$ cat src/logic/rmi_pkg.sv
//----------------------------------------------------------------------
// Purpose: shared constants and carriers of the radio module interface
//----------------------------------------------------------------------
// Assumes: one core clock, synchronous active high reset
// Notes:   expander register offsets are pointer values on the i2c link
package rmi_pkg;

   //----------------------------------------------------------------
   // gpio expander on the i2c link
   //----------------------------------------------------------------
   localparam logic [6:0] EXP_I2C_ADDR   = 7'h20; // 7-bit device address
   localparam logic [7:0] EXP_REG_INPUT  = 8'h00; // pin levels, read only
   localparam logic [7:0] EXP_REG_OUTPUT = 8'h01; // output latch
   localparam logic [7:0] EXP_REG_CONFIG = 8'h03; // 1 = pin is an input
   localparam logic [7:0] EXP_OUT_RST    = 8'hff;
   localparam logic [7:0] EXP_OE_RST     = 8'h00; // all pins released
   localparam logic [7:0] EXP_OUT_MASK   = 8'h0f; // four drivable outputs
   localparam int         EXP_SPI_EN_BIT = 0;
   localparam logic [7:0] EXP_RD_PAD     = 8'h00; // unmapped pointer read
   localparam logic [1:0] STRAP_SETTLE   = 2'h3;  // cycles before strap latch

   //----------------------------------------------------------------
   // carriers
   //----------------------------------------------------------------
   typedef struct packed {
      logic sck;
      logic sel;  // wpan_select, low selects
      logic mosi;
   } rmi_spi_t;

   localparam rmi_spi_t SPI_IDLE = '{sck: 1'b0, sel: 1'b1, mosi: 1'b0};

   typedef struct packed {
      logic wifi_sdio;
      logic wifi_usb;
      logic bt_uart;
      logic bt_pcm;
      logic bt_usb;
   } rmi_route_t;

   localparam rmi_route_t ROUTE_RST = '{wifi_sdio: 1'b1, wifi_usb: 1'b0,
                                        bt_uart: 1'b1, bt_pcm: 1'b1,
                                        bt_usb: 1'b0};

   typedef enum logic [2:0] {
      I2C_IDLE = 3'b000,
      I2C_ADDR = 3'b001,
      I2C_PTR  = 3'b010,
      I2C_DATA = 3'b011,
      I2C_ACK  = 3'b100,
      I2C_TX   = 3'b101,
      I2C_RACK = 3'b110
   } rmi_i2c_state_t;

endpackage

$ cat src/logic/rmi_sync.sv
//----------------------------------------------------------------------
// Purpose: three flop pin synchroniser with agreement filter
//----------------------------------------------------------------------
// Assumes: inputs asynchronous to core_clk
// Notes:   output follows once second and third stage agree
`timescale 1ns/1ps
module rmi_sync #(
   parameter int         W    = 1,
   parameter logic [W-1:0] INIT = '0
) (
   // clock and reset
   input  wire logic         core_clk,
   input  wire logic         rst,
   // pins and filtered levels
   input  wire logic [W-1:0] pin,
   output logic      [W-1:0] level_q
);
   logic [W-1:0] s1_q;
   logic [W-1:0] s2_q;
   logic [W-1:0] s3_q;
   logic [W-1:0] agree;

   // refuse an empty bus at elaboration
   if (W < 1)
   begin
      $error("rmi_sync width must be at least one");
   end

   // bits whose last two stages match
   assign agree = ~(s2_q ^ s3_q);

   // capture chain and filtered level
   always_ff @(posedge core_clk)
   begin
      if (rst)
      begin
         s1_q    <= INIT;
         s2_q    <= INIT;
         s3_q    <= INIT;
         level_q <= INIT;
      end
      else
      begin
         s1_q    <= pin;
         s2_q    <= s1_q;
         s3_q    <= s2_q;
         level_q <= (s2_q & agree) | (level_q & ~agree);
      end
   end
endmodule

$ cat src/logic/rmi_ctrl.sv
//----------------------------------------------------------------------
// Purpose: host edge control of a wireless radio module
//----------------------------------------------------------------------
// Assumes: all connector and radio inputs asynchronous to core_clk
// Notes:   i2c link sampled by core_clk, scl well below core rate
//
// Functional notes
// RL1: wifi uses sdio by default, usb when the strap selects it
// RL2: with wifi on sdio, bluetooth runs on uart plus pcm audio
// RL3: with wifi on usb, bluetooth also runs on usb
// RL4: wifi power line high enables wifi part, low powers it down
// RL5: bluetooth power line high enables bluetooth part, low powers down
// RL6: module power line high enables module, low powers everything down
// RL7: spi buffer to connector enabled only while expander bit 0 is 1
// RL8: host reaches the expander at 7-bit i2c address 0x20
// RL9: spi route bit 0 isolates connector, header still reaches radio spi
// RL10: spi route bit 1 links radio spi to connector clock, select, data
// RL11: expander gives four output controls and one input signal
// RL12: bluetooth/wpan wake output signals wake-up to host
// RL13: wifi wake output signals wifi wake-up to host
// RL14: wpan interrupt reaches host through an open-drain driver
// RL15: host is spi master driving sck, mosi, select, reading miso
// RL16: host holds module power low 2 ms after supply is good (bench holds it low 96 ns)
// RL17: expander pins stay released after reset until host writes
// RL18: interface strap takes effect only on power cycle, latched
// RL19: disabled spi buffer releases connector miso, ignores its inputs
`timescale 1ns/1ps
module rmi_ctrl
   import rmi_pkg::*;
(
   // clock and reset
   input  wire logic       core_clk,
   input  wire logic       rst,
   // host power and configuration lines
   input  wire logic       module_power_on_n,
   input  wire logic       ble_wpan_power_on_n,
   input  wire logic       wifi_power_on_n,
   input  wire logic       usb_strap,
   // radio power controls
   output logic            chip_powerdown_n,
   output logic            wifi_indep_reset,
   output logic            ble_indep_reset,
   // interface routing
   output rmi_route_t      route,
   // wake and interrupt from radio
   input  wire logic       radio_ble_wake,
   input  wire logic       radio_wifi_wake,
   input  wire logic       radio_spi_int,
   // wake and interrupt toward host
   output logic            ble_wake_out_n,
   output logic            wifi_wake_out,
   output logic            wifi_wake_oe,
   output logic            wpan_int_out,
   output logic            wpan_int_oe,
   // spi at connector
   input  wire rmi_spi_t   conn_spi,
   output logic            conn_miso_out,
   output logic            conn_miso_oe,
   // spi at expansion header
   input  wire rmi_spi_t   hdr_spi,
   output logic            hdr_miso,
   // spi toward radio
   output rmi_spi_t        radio_spi,
   input  wire logic       radio_miso,
   // i2c link, sda open drain
   input  wire logic       i2c_scl,
   input  wire logic       i2c_sda_in,
   output logic            i2c_sda_out,
   output logic            i2c_sda_oe,
   // expander pins
   input  wire logic [7:0] exp_pin_in,
   output logic      [7:0] exp_pin_out,
   output logic      [7:0] exp_pin_oe
);
   //----------------------------------------------------------------
   // input synchronisers
   //----------------------------------------------------------------
   logic [3:0] pwr_s;
   logic [1:0] i2c_s;
   rmi_spi_t   conn_s;
   rmi_spi_t   hdr_s;
   logic [3:0] rad_s;
   logic [7:0] exp_s;

   rmi_sync #(.W(4), .INIT(4'h0)) u_pwr (
      .core_clk (core_clk),
      .rst      (rst),
      .pin      ({module_power_on_n, ble_wpan_power_on_n, wifi_power_on_n, usb_strap}),
      .level_q  (pwr_s)
   );
   rmi_sync #(.W(2), .INIT(2'h3)) u_i2c (
      .core_clk (core_clk),
      .rst      (rst),
      .pin      ({i2c_scl, i2c_sda_in}),
      .level_q  (i2c_s)
   );
   rmi_sync #(.W(3), .INIT(SPI_IDLE)) u_conn (
      .core_clk (core_clk),
      .rst      (rst),
      .pin      (conn_spi),
      .level_q  (conn_s)
   );
   rmi_sync #(.W(3), .INIT(SPI_IDLE)) u_hdr (
      .core_clk (core_clk),
      .rst      (rst),
      .pin      (hdr_spi),
      .level_q  (hdr_s)
   );
   rmi_sync #(.W(4), .INIT(4'h0)) u_rad (
      .core_clk (core_clk),
      .rst      (rst),
      .pin      ({radio_ble_wake, radio_wifi_wake, radio_spi_int, radio_miso}),
      .level_q  (rad_s)
   );
   rmi_sync #(.W(8), .INIT(8'h00)) u_exp (
      .core_clk (core_clk),
      .rst      (rst),
      .pin      (exp_pin_in),
      .level_q  (exp_s)
   );

   //----------------------------------------------------------------
   // power and routing decode
   //----------------------------------------------------------------
   logic       mod_on;
   logic       ble_on;
   logic       wifi_on;
   logic       strap;
   logic [1:0] settle_q;
   logic       strap_q;
   logic       latch_cfg;
   rmi_route_t route_d;

   assign mod_on    = pwr_s[3];                          // [RL6]
   assign ble_on    = mod_on & pwr_s[2];                 // [RL5]
   assign wifi_on   = mod_on & pwr_s[1];                 // [RL4]
   assign strap     = pwr_s[0];
   assign latch_cfg = (settle_q != STRAP_SETTLE) | ~mod_on; // [RL18]
   assign route_d   = '{wifi_sdio: ~strap_q, wifi_usb: strap_q,       // [RL1]
                        bt_uart: ~strap_q, bt_pcm: ~strap_q,          // [RL2]
                        bt_usb: strap_q};                             // [RL3]

   // strap capture while settling or module powered down
   always_ff @(posedge core_clk)
   begin
      if (rst)
      begin
         settle_q <= 2'h0;
         strap_q  <= 1'b0;
      end
      else
      begin
         if (settle_q != STRAP_SETTLE)
            settle_q <= settle_q + 2'h1;
         if (latch_cfg)
            strap_q <= strap;                            // [RL18]
      end
   end

   // registered power, routing, wake and interrupt outputs
   always_ff @(posedge core_clk)
   begin
      if (rst)
      begin
         chip_powerdown_n <= 1'b0;
         wifi_indep_reset <= 1'b0;
         ble_indep_reset  <= 1'b0;
         route            <= ROUTE_RST;
         ble_wake_out_n   <= 1'b1;
         wifi_wake_out    <= 1'b0;
         wifi_wake_oe     <= 1'b0;
         wpan_int_out     <= 1'b0;
         wpan_int_oe      <= 1'b0;
      end
      else
      begin
         chip_powerdown_n <= mod_on;                     // [RL6]
         wifi_indep_reset <= wifi_on;                    // [RL4]
         ble_indep_reset  <= ble_on;                     // [RL5]
         route            <= route_d;
         ble_wake_out_n   <= ~(rad_s[3] & ble_on);       // [RL12]
         wifi_wake_oe     <= rad_s[2] & wifi_on;         // [RL13]
         wpan_int_oe      <= rad_s[1] & ble_on;          // [RL14]
      end
   end

   //----------------------------------------------------------------
   // spi route buffer
   //----------------------------------------------------------------
   logic exp_out_q0;
   logic route_en;

   assign route_en = exp_pin_oe[EXP_SPI_EN_BIT] & exp_out_q0; // [RL7]

   // connector or header feeds the radio; miso released when off
   always_ff @(posedge core_clk)
   begin
      if (rst)
      begin
         radio_spi     <= SPI_IDLE;
         conn_miso_out <= 1'b0;
         conn_miso_oe  <= 1'b0;
         hdr_miso      <= 1'b0;
      end
      else
      begin
         radio_spi     <= route_en ? conn_s : hdr_s;     // [RL9] [RL10] [RL19]
         conn_miso_out <= rad_s[0];                      // [RL10]
         conn_miso_oe  <= route_en;                      // [RL19]
         hdr_miso      <= rad_s[0];                      // [RL9]
      end
   end

   //----------------------------------------------------------------
   // i2c gpio expander
   //----------------------------------------------------------------
   rmi_i2c_state_t st_q;
   logic           scl_p_q;
   logic           sda_p_q;
   logic [3:0]     cnt_q;
   logic [7:0]     sh_q;
   logic [7:0]     ptr_q;
   logic           rd_q;
   logic           got_ptr_q;
   logic           nack_q;
   logic [7:0]     out_q;
   logic           scl;
   logic           sda;
   logic           scl_rise;
   logic           scl_fall;
   logic           start_c;
   logic           stop_c;
   logic           full;
   logic [7:0]     rd_data;

   assign scl        = i2c_s[1];
   assign sda        = i2c_s[0];
   assign scl_rise   = scl & ~scl_p_q;
   assign scl_fall   = ~scl & scl_p_q;
   assign start_c    = scl & scl_p_q & sda_p_q & ~sda;
   assign stop_c     = scl & scl_p_q & ~sda_p_q & sda;
   assign full       = (cnt_q == 4'h8);
   assign exp_out_q0 = out_q[EXP_SPI_EN_BIT];
   assign rd_data    = (ptr_q == EXP_REG_INPUT)  ? exp_s :   // [RL11]
                       (ptr_q == EXP_REG_OUTPUT) ? out_q :
                       (ptr_q == EXP_REG_CONFIG) ? ~exp_pin_oe : EXP_RD_PAD;

   // line history
   always_ff @(posedge core_clk)
   begin
      if (rst)
      begin
         scl_p_q <= 1'b1;
         sda_p_q <= 1'b1;
      end
      else
      begin
         scl_p_q <= scl;
         sda_p_q <= sda;
      end
   end

   // bit engine: sample on rising scl, drive on falling scl
   always_ff @(posedge core_clk)
   begin
      if (rst)
      begin
         st_q        <= I2C_IDLE;
         cnt_q       <= 4'h0;
         sh_q        <= 8'h00;
         ptr_q       <= 8'h00;
         rd_q        <= 1'b0;
         got_ptr_q   <= 1'b0;
         nack_q      <= 1'b0;
         out_q       <= EXP_OUT_RST;
         exp_pin_oe  <= EXP_OE_RST;                      // [RL17]
         exp_pin_out <= EXP_OUT_RST;
         i2c_sda_out <= 1'b0;
         i2c_sda_oe  <= 1'b0;
      end
      else if (start_c)
      begin
         st_q       <= I2C_ADDR;
         cnt_q      <= 4'h0;
         got_ptr_q  <= 1'b0;
         i2c_sda_oe <= 1'b0;
      end
      else if (stop_c)
      begin
         st_q       <= I2C_IDLE;
         i2c_sda_oe <= 1'b0;
      end
      else
      begin
         exp_pin_out <= out_q;
         unique case (st_q)
            I2C_IDLE: ;
            I2C_ADDR, I2C_PTR, I2C_DATA:
            begin
               if (scl_rise && !full)
               begin
                  sh_q  <= {sh_q[6:0], sda};
                  cnt_q <= cnt_q + 4'h1;
               end
               else if (scl_fall && full)
               begin
                  cnt_q <= 4'h0;
                  st_q  <= I2C_ACK;
                  i2c_sda_oe <= 1'b1;
                  if (st_q == I2C_ADDR)
                  begin
                     rd_q <= sh_q[0];
                     if (sh_q[7:1] != EXP_I2C_ADDR)      // [RL8]
                     begin
                        st_q       <= I2C_IDLE;
                        i2c_sda_oe <= 1'b0;
                     end
                  end
                  else if (st_q == I2C_PTR)
                  begin
                     ptr_q     <= sh_q;
                     got_ptr_q <= 1'b1;
                  end
                  else if (ptr_q == EXP_REG_OUTPUT)
                     out_q <= sh_q;                      // [RL11]
                  else if (ptr_q == EXP_REG_CONFIG)
                     exp_pin_oe <= ~sh_q & EXP_OUT_MASK; // [RL11] [RL17]
               end
            end
            I2C_ACK:
            begin
               if (scl_fall)
               begin
                  i2c_sda_oe <= 1'b0;
                  if (rd_q)
                  begin
                     st_q       <= I2C_TX;
                     sh_q       <= {rd_data[6:0], 1'b0};
                     cnt_q      <= 4'h1;
                     i2c_sda_oe <= ~rd_data[7];
                  end
                  else
                     st_q <= got_ptr_q ? I2C_DATA : I2C_PTR;
               end
            end
            I2C_TX:
            begin
               if (scl_fall)
               begin
                  if (full)
                  begin
                     st_q       <= I2C_RACK;
                     i2c_sda_oe <= 1'b0;
                  end
                  else
                  begin
                     i2c_sda_oe <= ~sh_q[7];
                     sh_q       <= {sh_q[6:0], 1'b0};
                     cnt_q      <= cnt_q + 4'h1;
                  end
               end
            end
            I2C_RACK:
            begin
               if (scl_rise)
                  nack_q <= sda;
               else if (scl_fall)
               begin
                  // master ack: next byte goes out at once, its msb now
                  st_q       <= nack_q ? I2C_IDLE : I2C_TX;
                  sh_q       <= {rd_data[6:0], 1'b0};
                  cnt_q      <= 4'h1;
                  i2c_sda_oe <= ~nack_q & ~rd_data[7];
               end
            end
            default: st_q <= I2C_IDLE;
         endcase
      end
   end
endmodule

$ cat config.mk
export PLATFORM = sky130hd
export DESIGN_NAME = rmi_ctrl
export DESIGN_NICKNAME = d
export VERILOG_FILES = /design/src/logic/rmi_pkg.sv /design/src/logic/rmi_sync.sv /design/src/logic/rmi_ctrl.sv
export SDC_FILE = /design/constraint.sdc
export NUM_CORES = 1
export LEC_CHECK = 0
export BUFFER_PORTS_ARGS = -buffer_cell sky130_fd_sc_hd__buf_2
export CORE_MARGIN = 2
export CORE_UTILIZATION = 46
export CTS_CLUSTER_DIAMETER = 60
export CTS_CLUSTER_SIZE = 24
export DETAILED_ROUTE_END_ITERATION = 7
export PLACE_DENSITY = 0.66
export SLEW_MARGIN = 20
export SYNTH_ARGS = -nofsm -noshare
export SYNTH_HDL_FRONTEND = slang
export SYNTH_HIERARCHICAL = 1
export SYNTH_SLANG_ARGS = --single-unit
$ cat constraint.sdc
create_clock -name core_clk -period 3.1 [get_ports core_clk]
set_input_delay 0.155 -clock core_clk [delete_from_list [all_inputs] [get_ports core_clk]]
set_output_delay 0.155 -clock core_clk [all_outputs]
set_load 0.1 [all_outputs]
-- After elaboration in Yosys (flattened, before gate mapping)
Index checks and enable logic that the tools add are counted.
- flip-flop bits (word level): 161
- output and inout port bits: 37
- word-level logic and storage cells: 223
- $add $sub $neg: 2
- equality and inequality tests: 30
- multiplexer cells: 47
- reduce and logical (&&, ||, !) cells: 21
- bitwise operators: 70
- operators by type and width (operator ; count):
    8-bit 2-to-1 mux ; 10
    3-bit 2-to-1 mux ; 12
    4-bit 2-to-1 mux ; 8
    8-bit case mux with 4 select lines ; 1
    4-bit inequality test (second input constant) ; 7
    8-bit AND reduction ; 3
    2-bit inequality test (second input constant) ; 11
    4-bit inverter ; 5
    9-bit AND reduction ; 2
    1-bit inverter ; 17
    4-bit AND ; 4
    8-bit AND ; 2
    8-bit inverter ; 2
    4-bit case mux with 4 select lines ; 1
    3-bit case mux with 5 select lines ; 1
    1-bit AND ; 14
    7-bit AND reduction ; 2
    1-bit 2-to-1 mux ; 13
    3-bit AND ; 4
    3-bit inverter ; 4
    6-bit AND reduction ; 2
    10-bit AND reduction ; 1
    3-bit equality test (second input constant) ; 3
    8-bit by 1-bit equality test with 1-bit output (second input constant) ; 1
    other kinds (30) ; 40

-- Depth between registers and ports, before layout
- depth after elaboration: 9
- depth in mapped cells: 8
- gate-level depth less buffers: 7

-- Hierarchy
The synthesis kept the hierarchy.
- by module, submodules not included (module ; area an instance (sq um) ; times used ; cells an instance):
    rmi_ctrl ; 3050.4 ; 1 ; 336
    rmi_sync at u_pwr ... ; 486.7 ; 2 ; 41
    rmi_sync at u_exp ; 923.4 ; 1 ; 83
    rmi_sync at u_conn ... ; 371.6 ; 2 ; 31
    rmi_sync at u_i2c ; 235.2 ; 1 ; 20

-- Worst setup path after synthesis
OpenSTA, ideal clock, no wires.
- kind: reg-to-reg
- from: register cnt_q[0]
- to: register out_q[1]
- arrival: 1.948 ns
- clock period less this slack: 2.068 ns
- cell stages (with the launch flop): 9
- setup slack: 1.032 ns
- setup time: 0.120 ns
- data required time: 2.980 ns
- cell sequence: dfxtp_1 -> inv_1 -> ha_1 -> nand3b_4 -> or3_4 -> nor4_4 -> buf_6 -> nor2_1 -> a211o_1
- longest elaborated chain between the ends: 5
- RTL lines (element ; line ; text):
    start, declared ; rmi_ctrl.sv:220 ; logic [3:0] cnt_q;
    start signal, assigned ; rmi_ctrl.sv:303 ; cnt_q <= cnt_q + 4'h1;
    start signal, assigned ; rmi_ctrl.sv:359 ; cnt_q <= cnt_q + 4'h1;
    4-bit equality test (*) ; rmi_ctrl.sv:242 ; assign full = (cnt_q == 4'h8);
    1-bit logical NOT ; rmi_ctrl.sv:300 ; if (scl_rise && !full)
    1-bit logical AND ; rmi_ctrl.sv:300 ;
    1-bit inverter (no source line) ; n/a ;
    8-bit AND reduction (no source line) (*) ; n/a ;
    end signal, assigned ; rmi_ctrl.sv:325 ; out_q <= sh_q;
    end, declared ; rmi_ctrl.sv:226 ; logic [7:0] out_q;
Mark *: on every way between the ends. The rest lies on a longest branch, timed or not.
A chain may end at the register's enable or synchronous reset.

-- Worst setup path in the final report
- from: register cnt_q[0]
- to: register sh_q[0]
- longest elaborated chain between the ends: 5
- RTL lines (element ; line ; text):
    4-bit equality test (*) ; rmi_ctrl.sv:242 ;
    1-bit logical NOT ; rmi_ctrl.sv:300 ;
    1-bit logical AND ; rmi_ctrl.sv:300 ;
    2-bit inequality test (no source line) ; n/a ;
    10-bit AND reduction (no source line) (*) ; n/a ;
    end signal, assigned ; rmi_ctrl.sv:302 ; sh_q <= {sh_q[6:0], sda};
    end signal, assigned ; rmi_ctrl.sv:338 ; sh_q <= {rd_data[6:0], 1'b0};
    end signal, assigned ; rmi_ctrl.sv:358 ; sh_q <= {sh_q[6:0], 1'b0};
    end, declared ; rmi_ctrl.sv:221 ; logic [7:0] sh_q;
Marks and branches as above.

==> results.md <==
- The number of endpoints with negative hold slack in the final report was 0.
- The number of antenna violations at the first check in global routing is 0.
- The startpoint identified for the worst hold timing path is rst.
- Among all stages on the critical path, the largest delay is contributed by nand4_1.
- Routability-driven placement finished with a final weighted congestion of approximately 0.9.
- The launching element of the worst setup path is cnt_q[0].
- The top cell types in the final layout, fill and taps aside, are dfxtp_1 (161), buf_2 (54), nor2b_1 (49).
- In the synthesized netlist the async set-or-reset flop fraction comes to 0%.
- In this run the count of I/O pins placed on the die edge is 63.
- The share of total power dissipated in sequential elements is between 40 and 50%.
- Summed over all cells, the static leakage comes to ~2.7 nW.
- The die covers between 10000 and 15000 um2.
- The final non-filler cell total is between 800 and 900.
- dfxtp_1 takes more of the synthesized area than any other cell.
- The remaining number of nets flagged by the antenna check after routing is 0.
- Adding up every negative setup slack in the final design gives 0 ns.
- The number of buffers created by CTS is 17.
- The required time at the endpoint of the critical path is roughly 3.4 ns.
- The sort of element at the start of the critical path is a register.
- The H-tree was split into 4 levels.
- Synthesis inferred approximately 160 register bits.
- The ratio of final minimum period to clock period is between 80% and 90%.
- After detailed routing, the total wire length is roughly 11000 um.
- Dividing the detail-routed wire length by the instance count gives 12.53 um.
- The power density relative to cell area is ~600 nW/um2.
- The combined global-route utilization of all metal layers is between 10% and 20%.
- The critical-path maximum fanout is 16.
- After floorplanning, the core was sized to cover around 13000 um2.
- The die boundary height is 117.5 um.
- The number of inserted diodes is 0.
- Setup repair after global routing left no endpoint under its margin.
- Detailed placement ended at an HPWL of approximately 7000 um.
- Traced cell by cell, the critical path runs through inv_1, ha_1, and3b_2, a221oi_1, nand4_1, or2_2, a21oi_1.
- The total count of max-transition violations in the final report is 0.
- The top flip-flop cell by instance count after synthesis is dfxtp_1.
- Headroom to the max-slew limit came out at 46.26%.
- In this run the power spent charging and discharging nets is between 0.9 and 1 mW.
- The clock tree from TritonCTS is done.
- Setup violations remaining at the end of the flow were counted as 0.
- The initial utilization of the core area, before any placement, comes to a little under half.
- The combinational share of power is between 3 and 4%.
- The horizontal extent of the die is ~120 um.
- The sequential-to-total area share from yosys stat is between 50 and 60%.
- The synthesis-to-layout area growth is 19.02%.
- The endpoint kind of the worst setup timing path is a register.
- The final clock skew is 0.01758 ns.
- Buffers placed on the I/O ports in this run total 55.
- In the final layout, the share of cells above drive strength 1 is 21.74%.
- Across all setup checks in the final design, the least slack found is slightly below 0.6 ns.
- The switching share of total power is between 20 and 25%.
- Post-CTS timing repair inserted 0 buffers for setup.
- In this run the clock root is driven by a clkbuf_16.
- Across all register-to-register paths, the minimum setup slack is between 0.5 and 0.6 ns.
- Timing analysis after detailed placement gives a worst setup slack of 0.6053 ns.
- Timing would allow up to 0.3986 GHz.
- For the worst-skew pair, the clock arrives at the later sink with an insertion delay of 0.42 ns.
- The amount of wire on met3 after detailed routing is approximately 430 um.
- The top cell type by area accounts for 54.39% of the synthesized area.
- The number of synthesized flops with an enable pin is 0.
- The top routing layer in use is met4.
- The clock passes through at most 2 buffers.
- The arrival time at the worst endpoint is around 2.9 ns.
- After clock tree synthesis, the clock-pin slew on the worst setup and hold paths is ~0.06 ns.
- The number of global-route vias before repair is just under 4000.
- The number of gates resized after cts is 0.
- The reg-to-reg startpoint is cnt_q[0].
- Yosys attributes the largest share of cell area to dfxtp_1 (54%), nor2b_1 (5.2%), and2b_2 (3.7%).
- The residual overflow from global routing is 0.
- The number of placed instances, taps included is 783.
- The average vias per placed instance is between 4 and 5.
- Yosys printed 6 warnings.
- The global-route wire length before repair is 18100 um.
- The clock period minus worst slack is about 2.5 ns.
- For this block, the initial DRC count from the detailed router was 208.
- For the pin with the worst max-slew slack, the measured transition is 0.8060 ns.
- In the final design database the tool counted between 600 and 700 nets.
- The run finished with clean final reports.
- The share of total power in the clock network is a little under half.
- For this run, design rule violations remaining after detail routing come to 0.
- The routed layout has approximately 4200 vias.
- The tightest min-delay check is of the primary input to register type.
- The largest incremental delay on the critical path is 0.56 ns.
- The length of routed wiring on met1 is 4685 um.
- Detailed routing placed a total of ~5200 um of wire on met2.
- The average cell area after synthesis is between 10 and 15 um2.
- VDD sags by at most around 0.38 mV.
- The detailed-router iteration count before antenna repair is 5.
- Cell internal power was estimated by the tool at approximately 3.3 mW.
- The number of sinks handled by clock tree synthesis is approximately 160.
- The total of max-cap violations is 0.
- The worst setup path category is register to register.
- The cell area after technology mapping is just under 6000 um2.
- The maximum number of pins on one net before global-route repair is a little under 90.
- The unique cell type count in the Yosys netlist is 56.
- The cell count after synthesis is roughly 580.
- The site row count is 41.
- The most frequent standard cell in the layout excluding fill and tap cells is dfxtp_1.
final timing paths:
kind	end	cells past startpoint
worst max-delay path	sh_q[0]	7
worst min register to register	ble_wake_out_n	1
worst max register to register	sh_q[0]	7
worst min-delay path	exp_pin_oe[1]	2
layout make-up:
class / count / area (um2)
Inverter: 16 / 60.06
Clock inverter: 15 / 151.4
Multi-Input combinational cell: 377 / 2432
Timing Repair Buffer: 81 / 545.5
Sequential cell: 161 / 3223
Fill cell: 1125 / 5567
Clock buffer: 17 / 425.4
Tap cell: 172 / 215.2
critical path, delay by kind of cell, from the launching register on:
| kind | cells | cell delay [ns] |
|---|---|---|
| AO/OA/AOI/OAI | 2 | 0.45 |
| AND/OR/NAND/NOR | 3 | 1.30 |
| flip-flops | 1 | 0.37 |
| buffers and inverters | 1 | 0.08 |
| adder cells (fa/ha/maj) | 1 | 0.25 |
per-layer routing:
metal / vias to the layer above / GRT usage, %
li1: 2126 / -
met1: 1943 / 19.65
met2: 84 / 26.54
met3: 18 / 3.876
met4: 0 / 7.078
met5: - / 0
per-stage QoR:
stage	power, mW	hold slack (ns)	area (um2)	utilization, %
detailed placement	2.326	0.3343	6232	49.39
global placement	2.319	0.3323	6232	49.39
CTS	4.357	0.3041	7049	55.86
floorplan	2.303	0.2266	5948	-
finish	4.309	0.2942	7053	55.89
global route	4.467	0.3562	7053	55.89
power groups by stage:
stage / sequential, mW / clock, mW / combinational, mW
2_1_floorplan: 2.18 / 0 / 0.125
3_3_place_gp: 2.18 / 0 / 0.142
3_5_place_dp: 2.18 / 0 / 0.146
4_1_cts: 2.13 / 2.05 / 0.169
5_1_grt: 2.14 / 2.14 / 0.187
6_report: 2.13 / 2.01 / 0.168
cells in the mapped netlist (3+ instances only):
cell	number
dfxtp_1	161
inv_1	16
and2_1	3
o22ai_1	6
a211oi_1	12
mux2i_1	17
buf_4	14
ha_1	3
or2_2	5
nor2b_1	49
o21ai_0	27
a21oi_1	35
a221oi_1	5
and3_1	5
nand3_1	5
nand2_1	39
a22o_1	4
and2b_2	25
nor3_1	12
or2_1	12
o21bai_1	3
a211o_1	11
buf_6	7
nor2b_2	8
clkbuf_1	12
a211oi_2	3
nor2_1	38
a211o_2	7
nand2b_1	5
cells by family (layout without fill, tap and decap cells):
family                   Yosys count  count (layout)  share of synthesized area [%]
other                              1               7                        0.06328
multiplexers                      17              17                          2.872
adder cells (fa/ha/maj)            3               3                         0.6335
XOR/XNOR                           1               1                         0.1478
AO/OA/AOI/OAI                    129             129                          14.80
AND/OR/NAND/NOR                  220             220                          22.09
buffers and inverters             51             129                          5.004
flip-flops                       161             161                          54.39
repair_timing:
item                                    4_1_cts  5_1_grt
hold buffers                                 24        0
hold endpoints to repair                     24        0
endpoints found under the setup margin        0        0
Power figures use the tool's default switching activity.
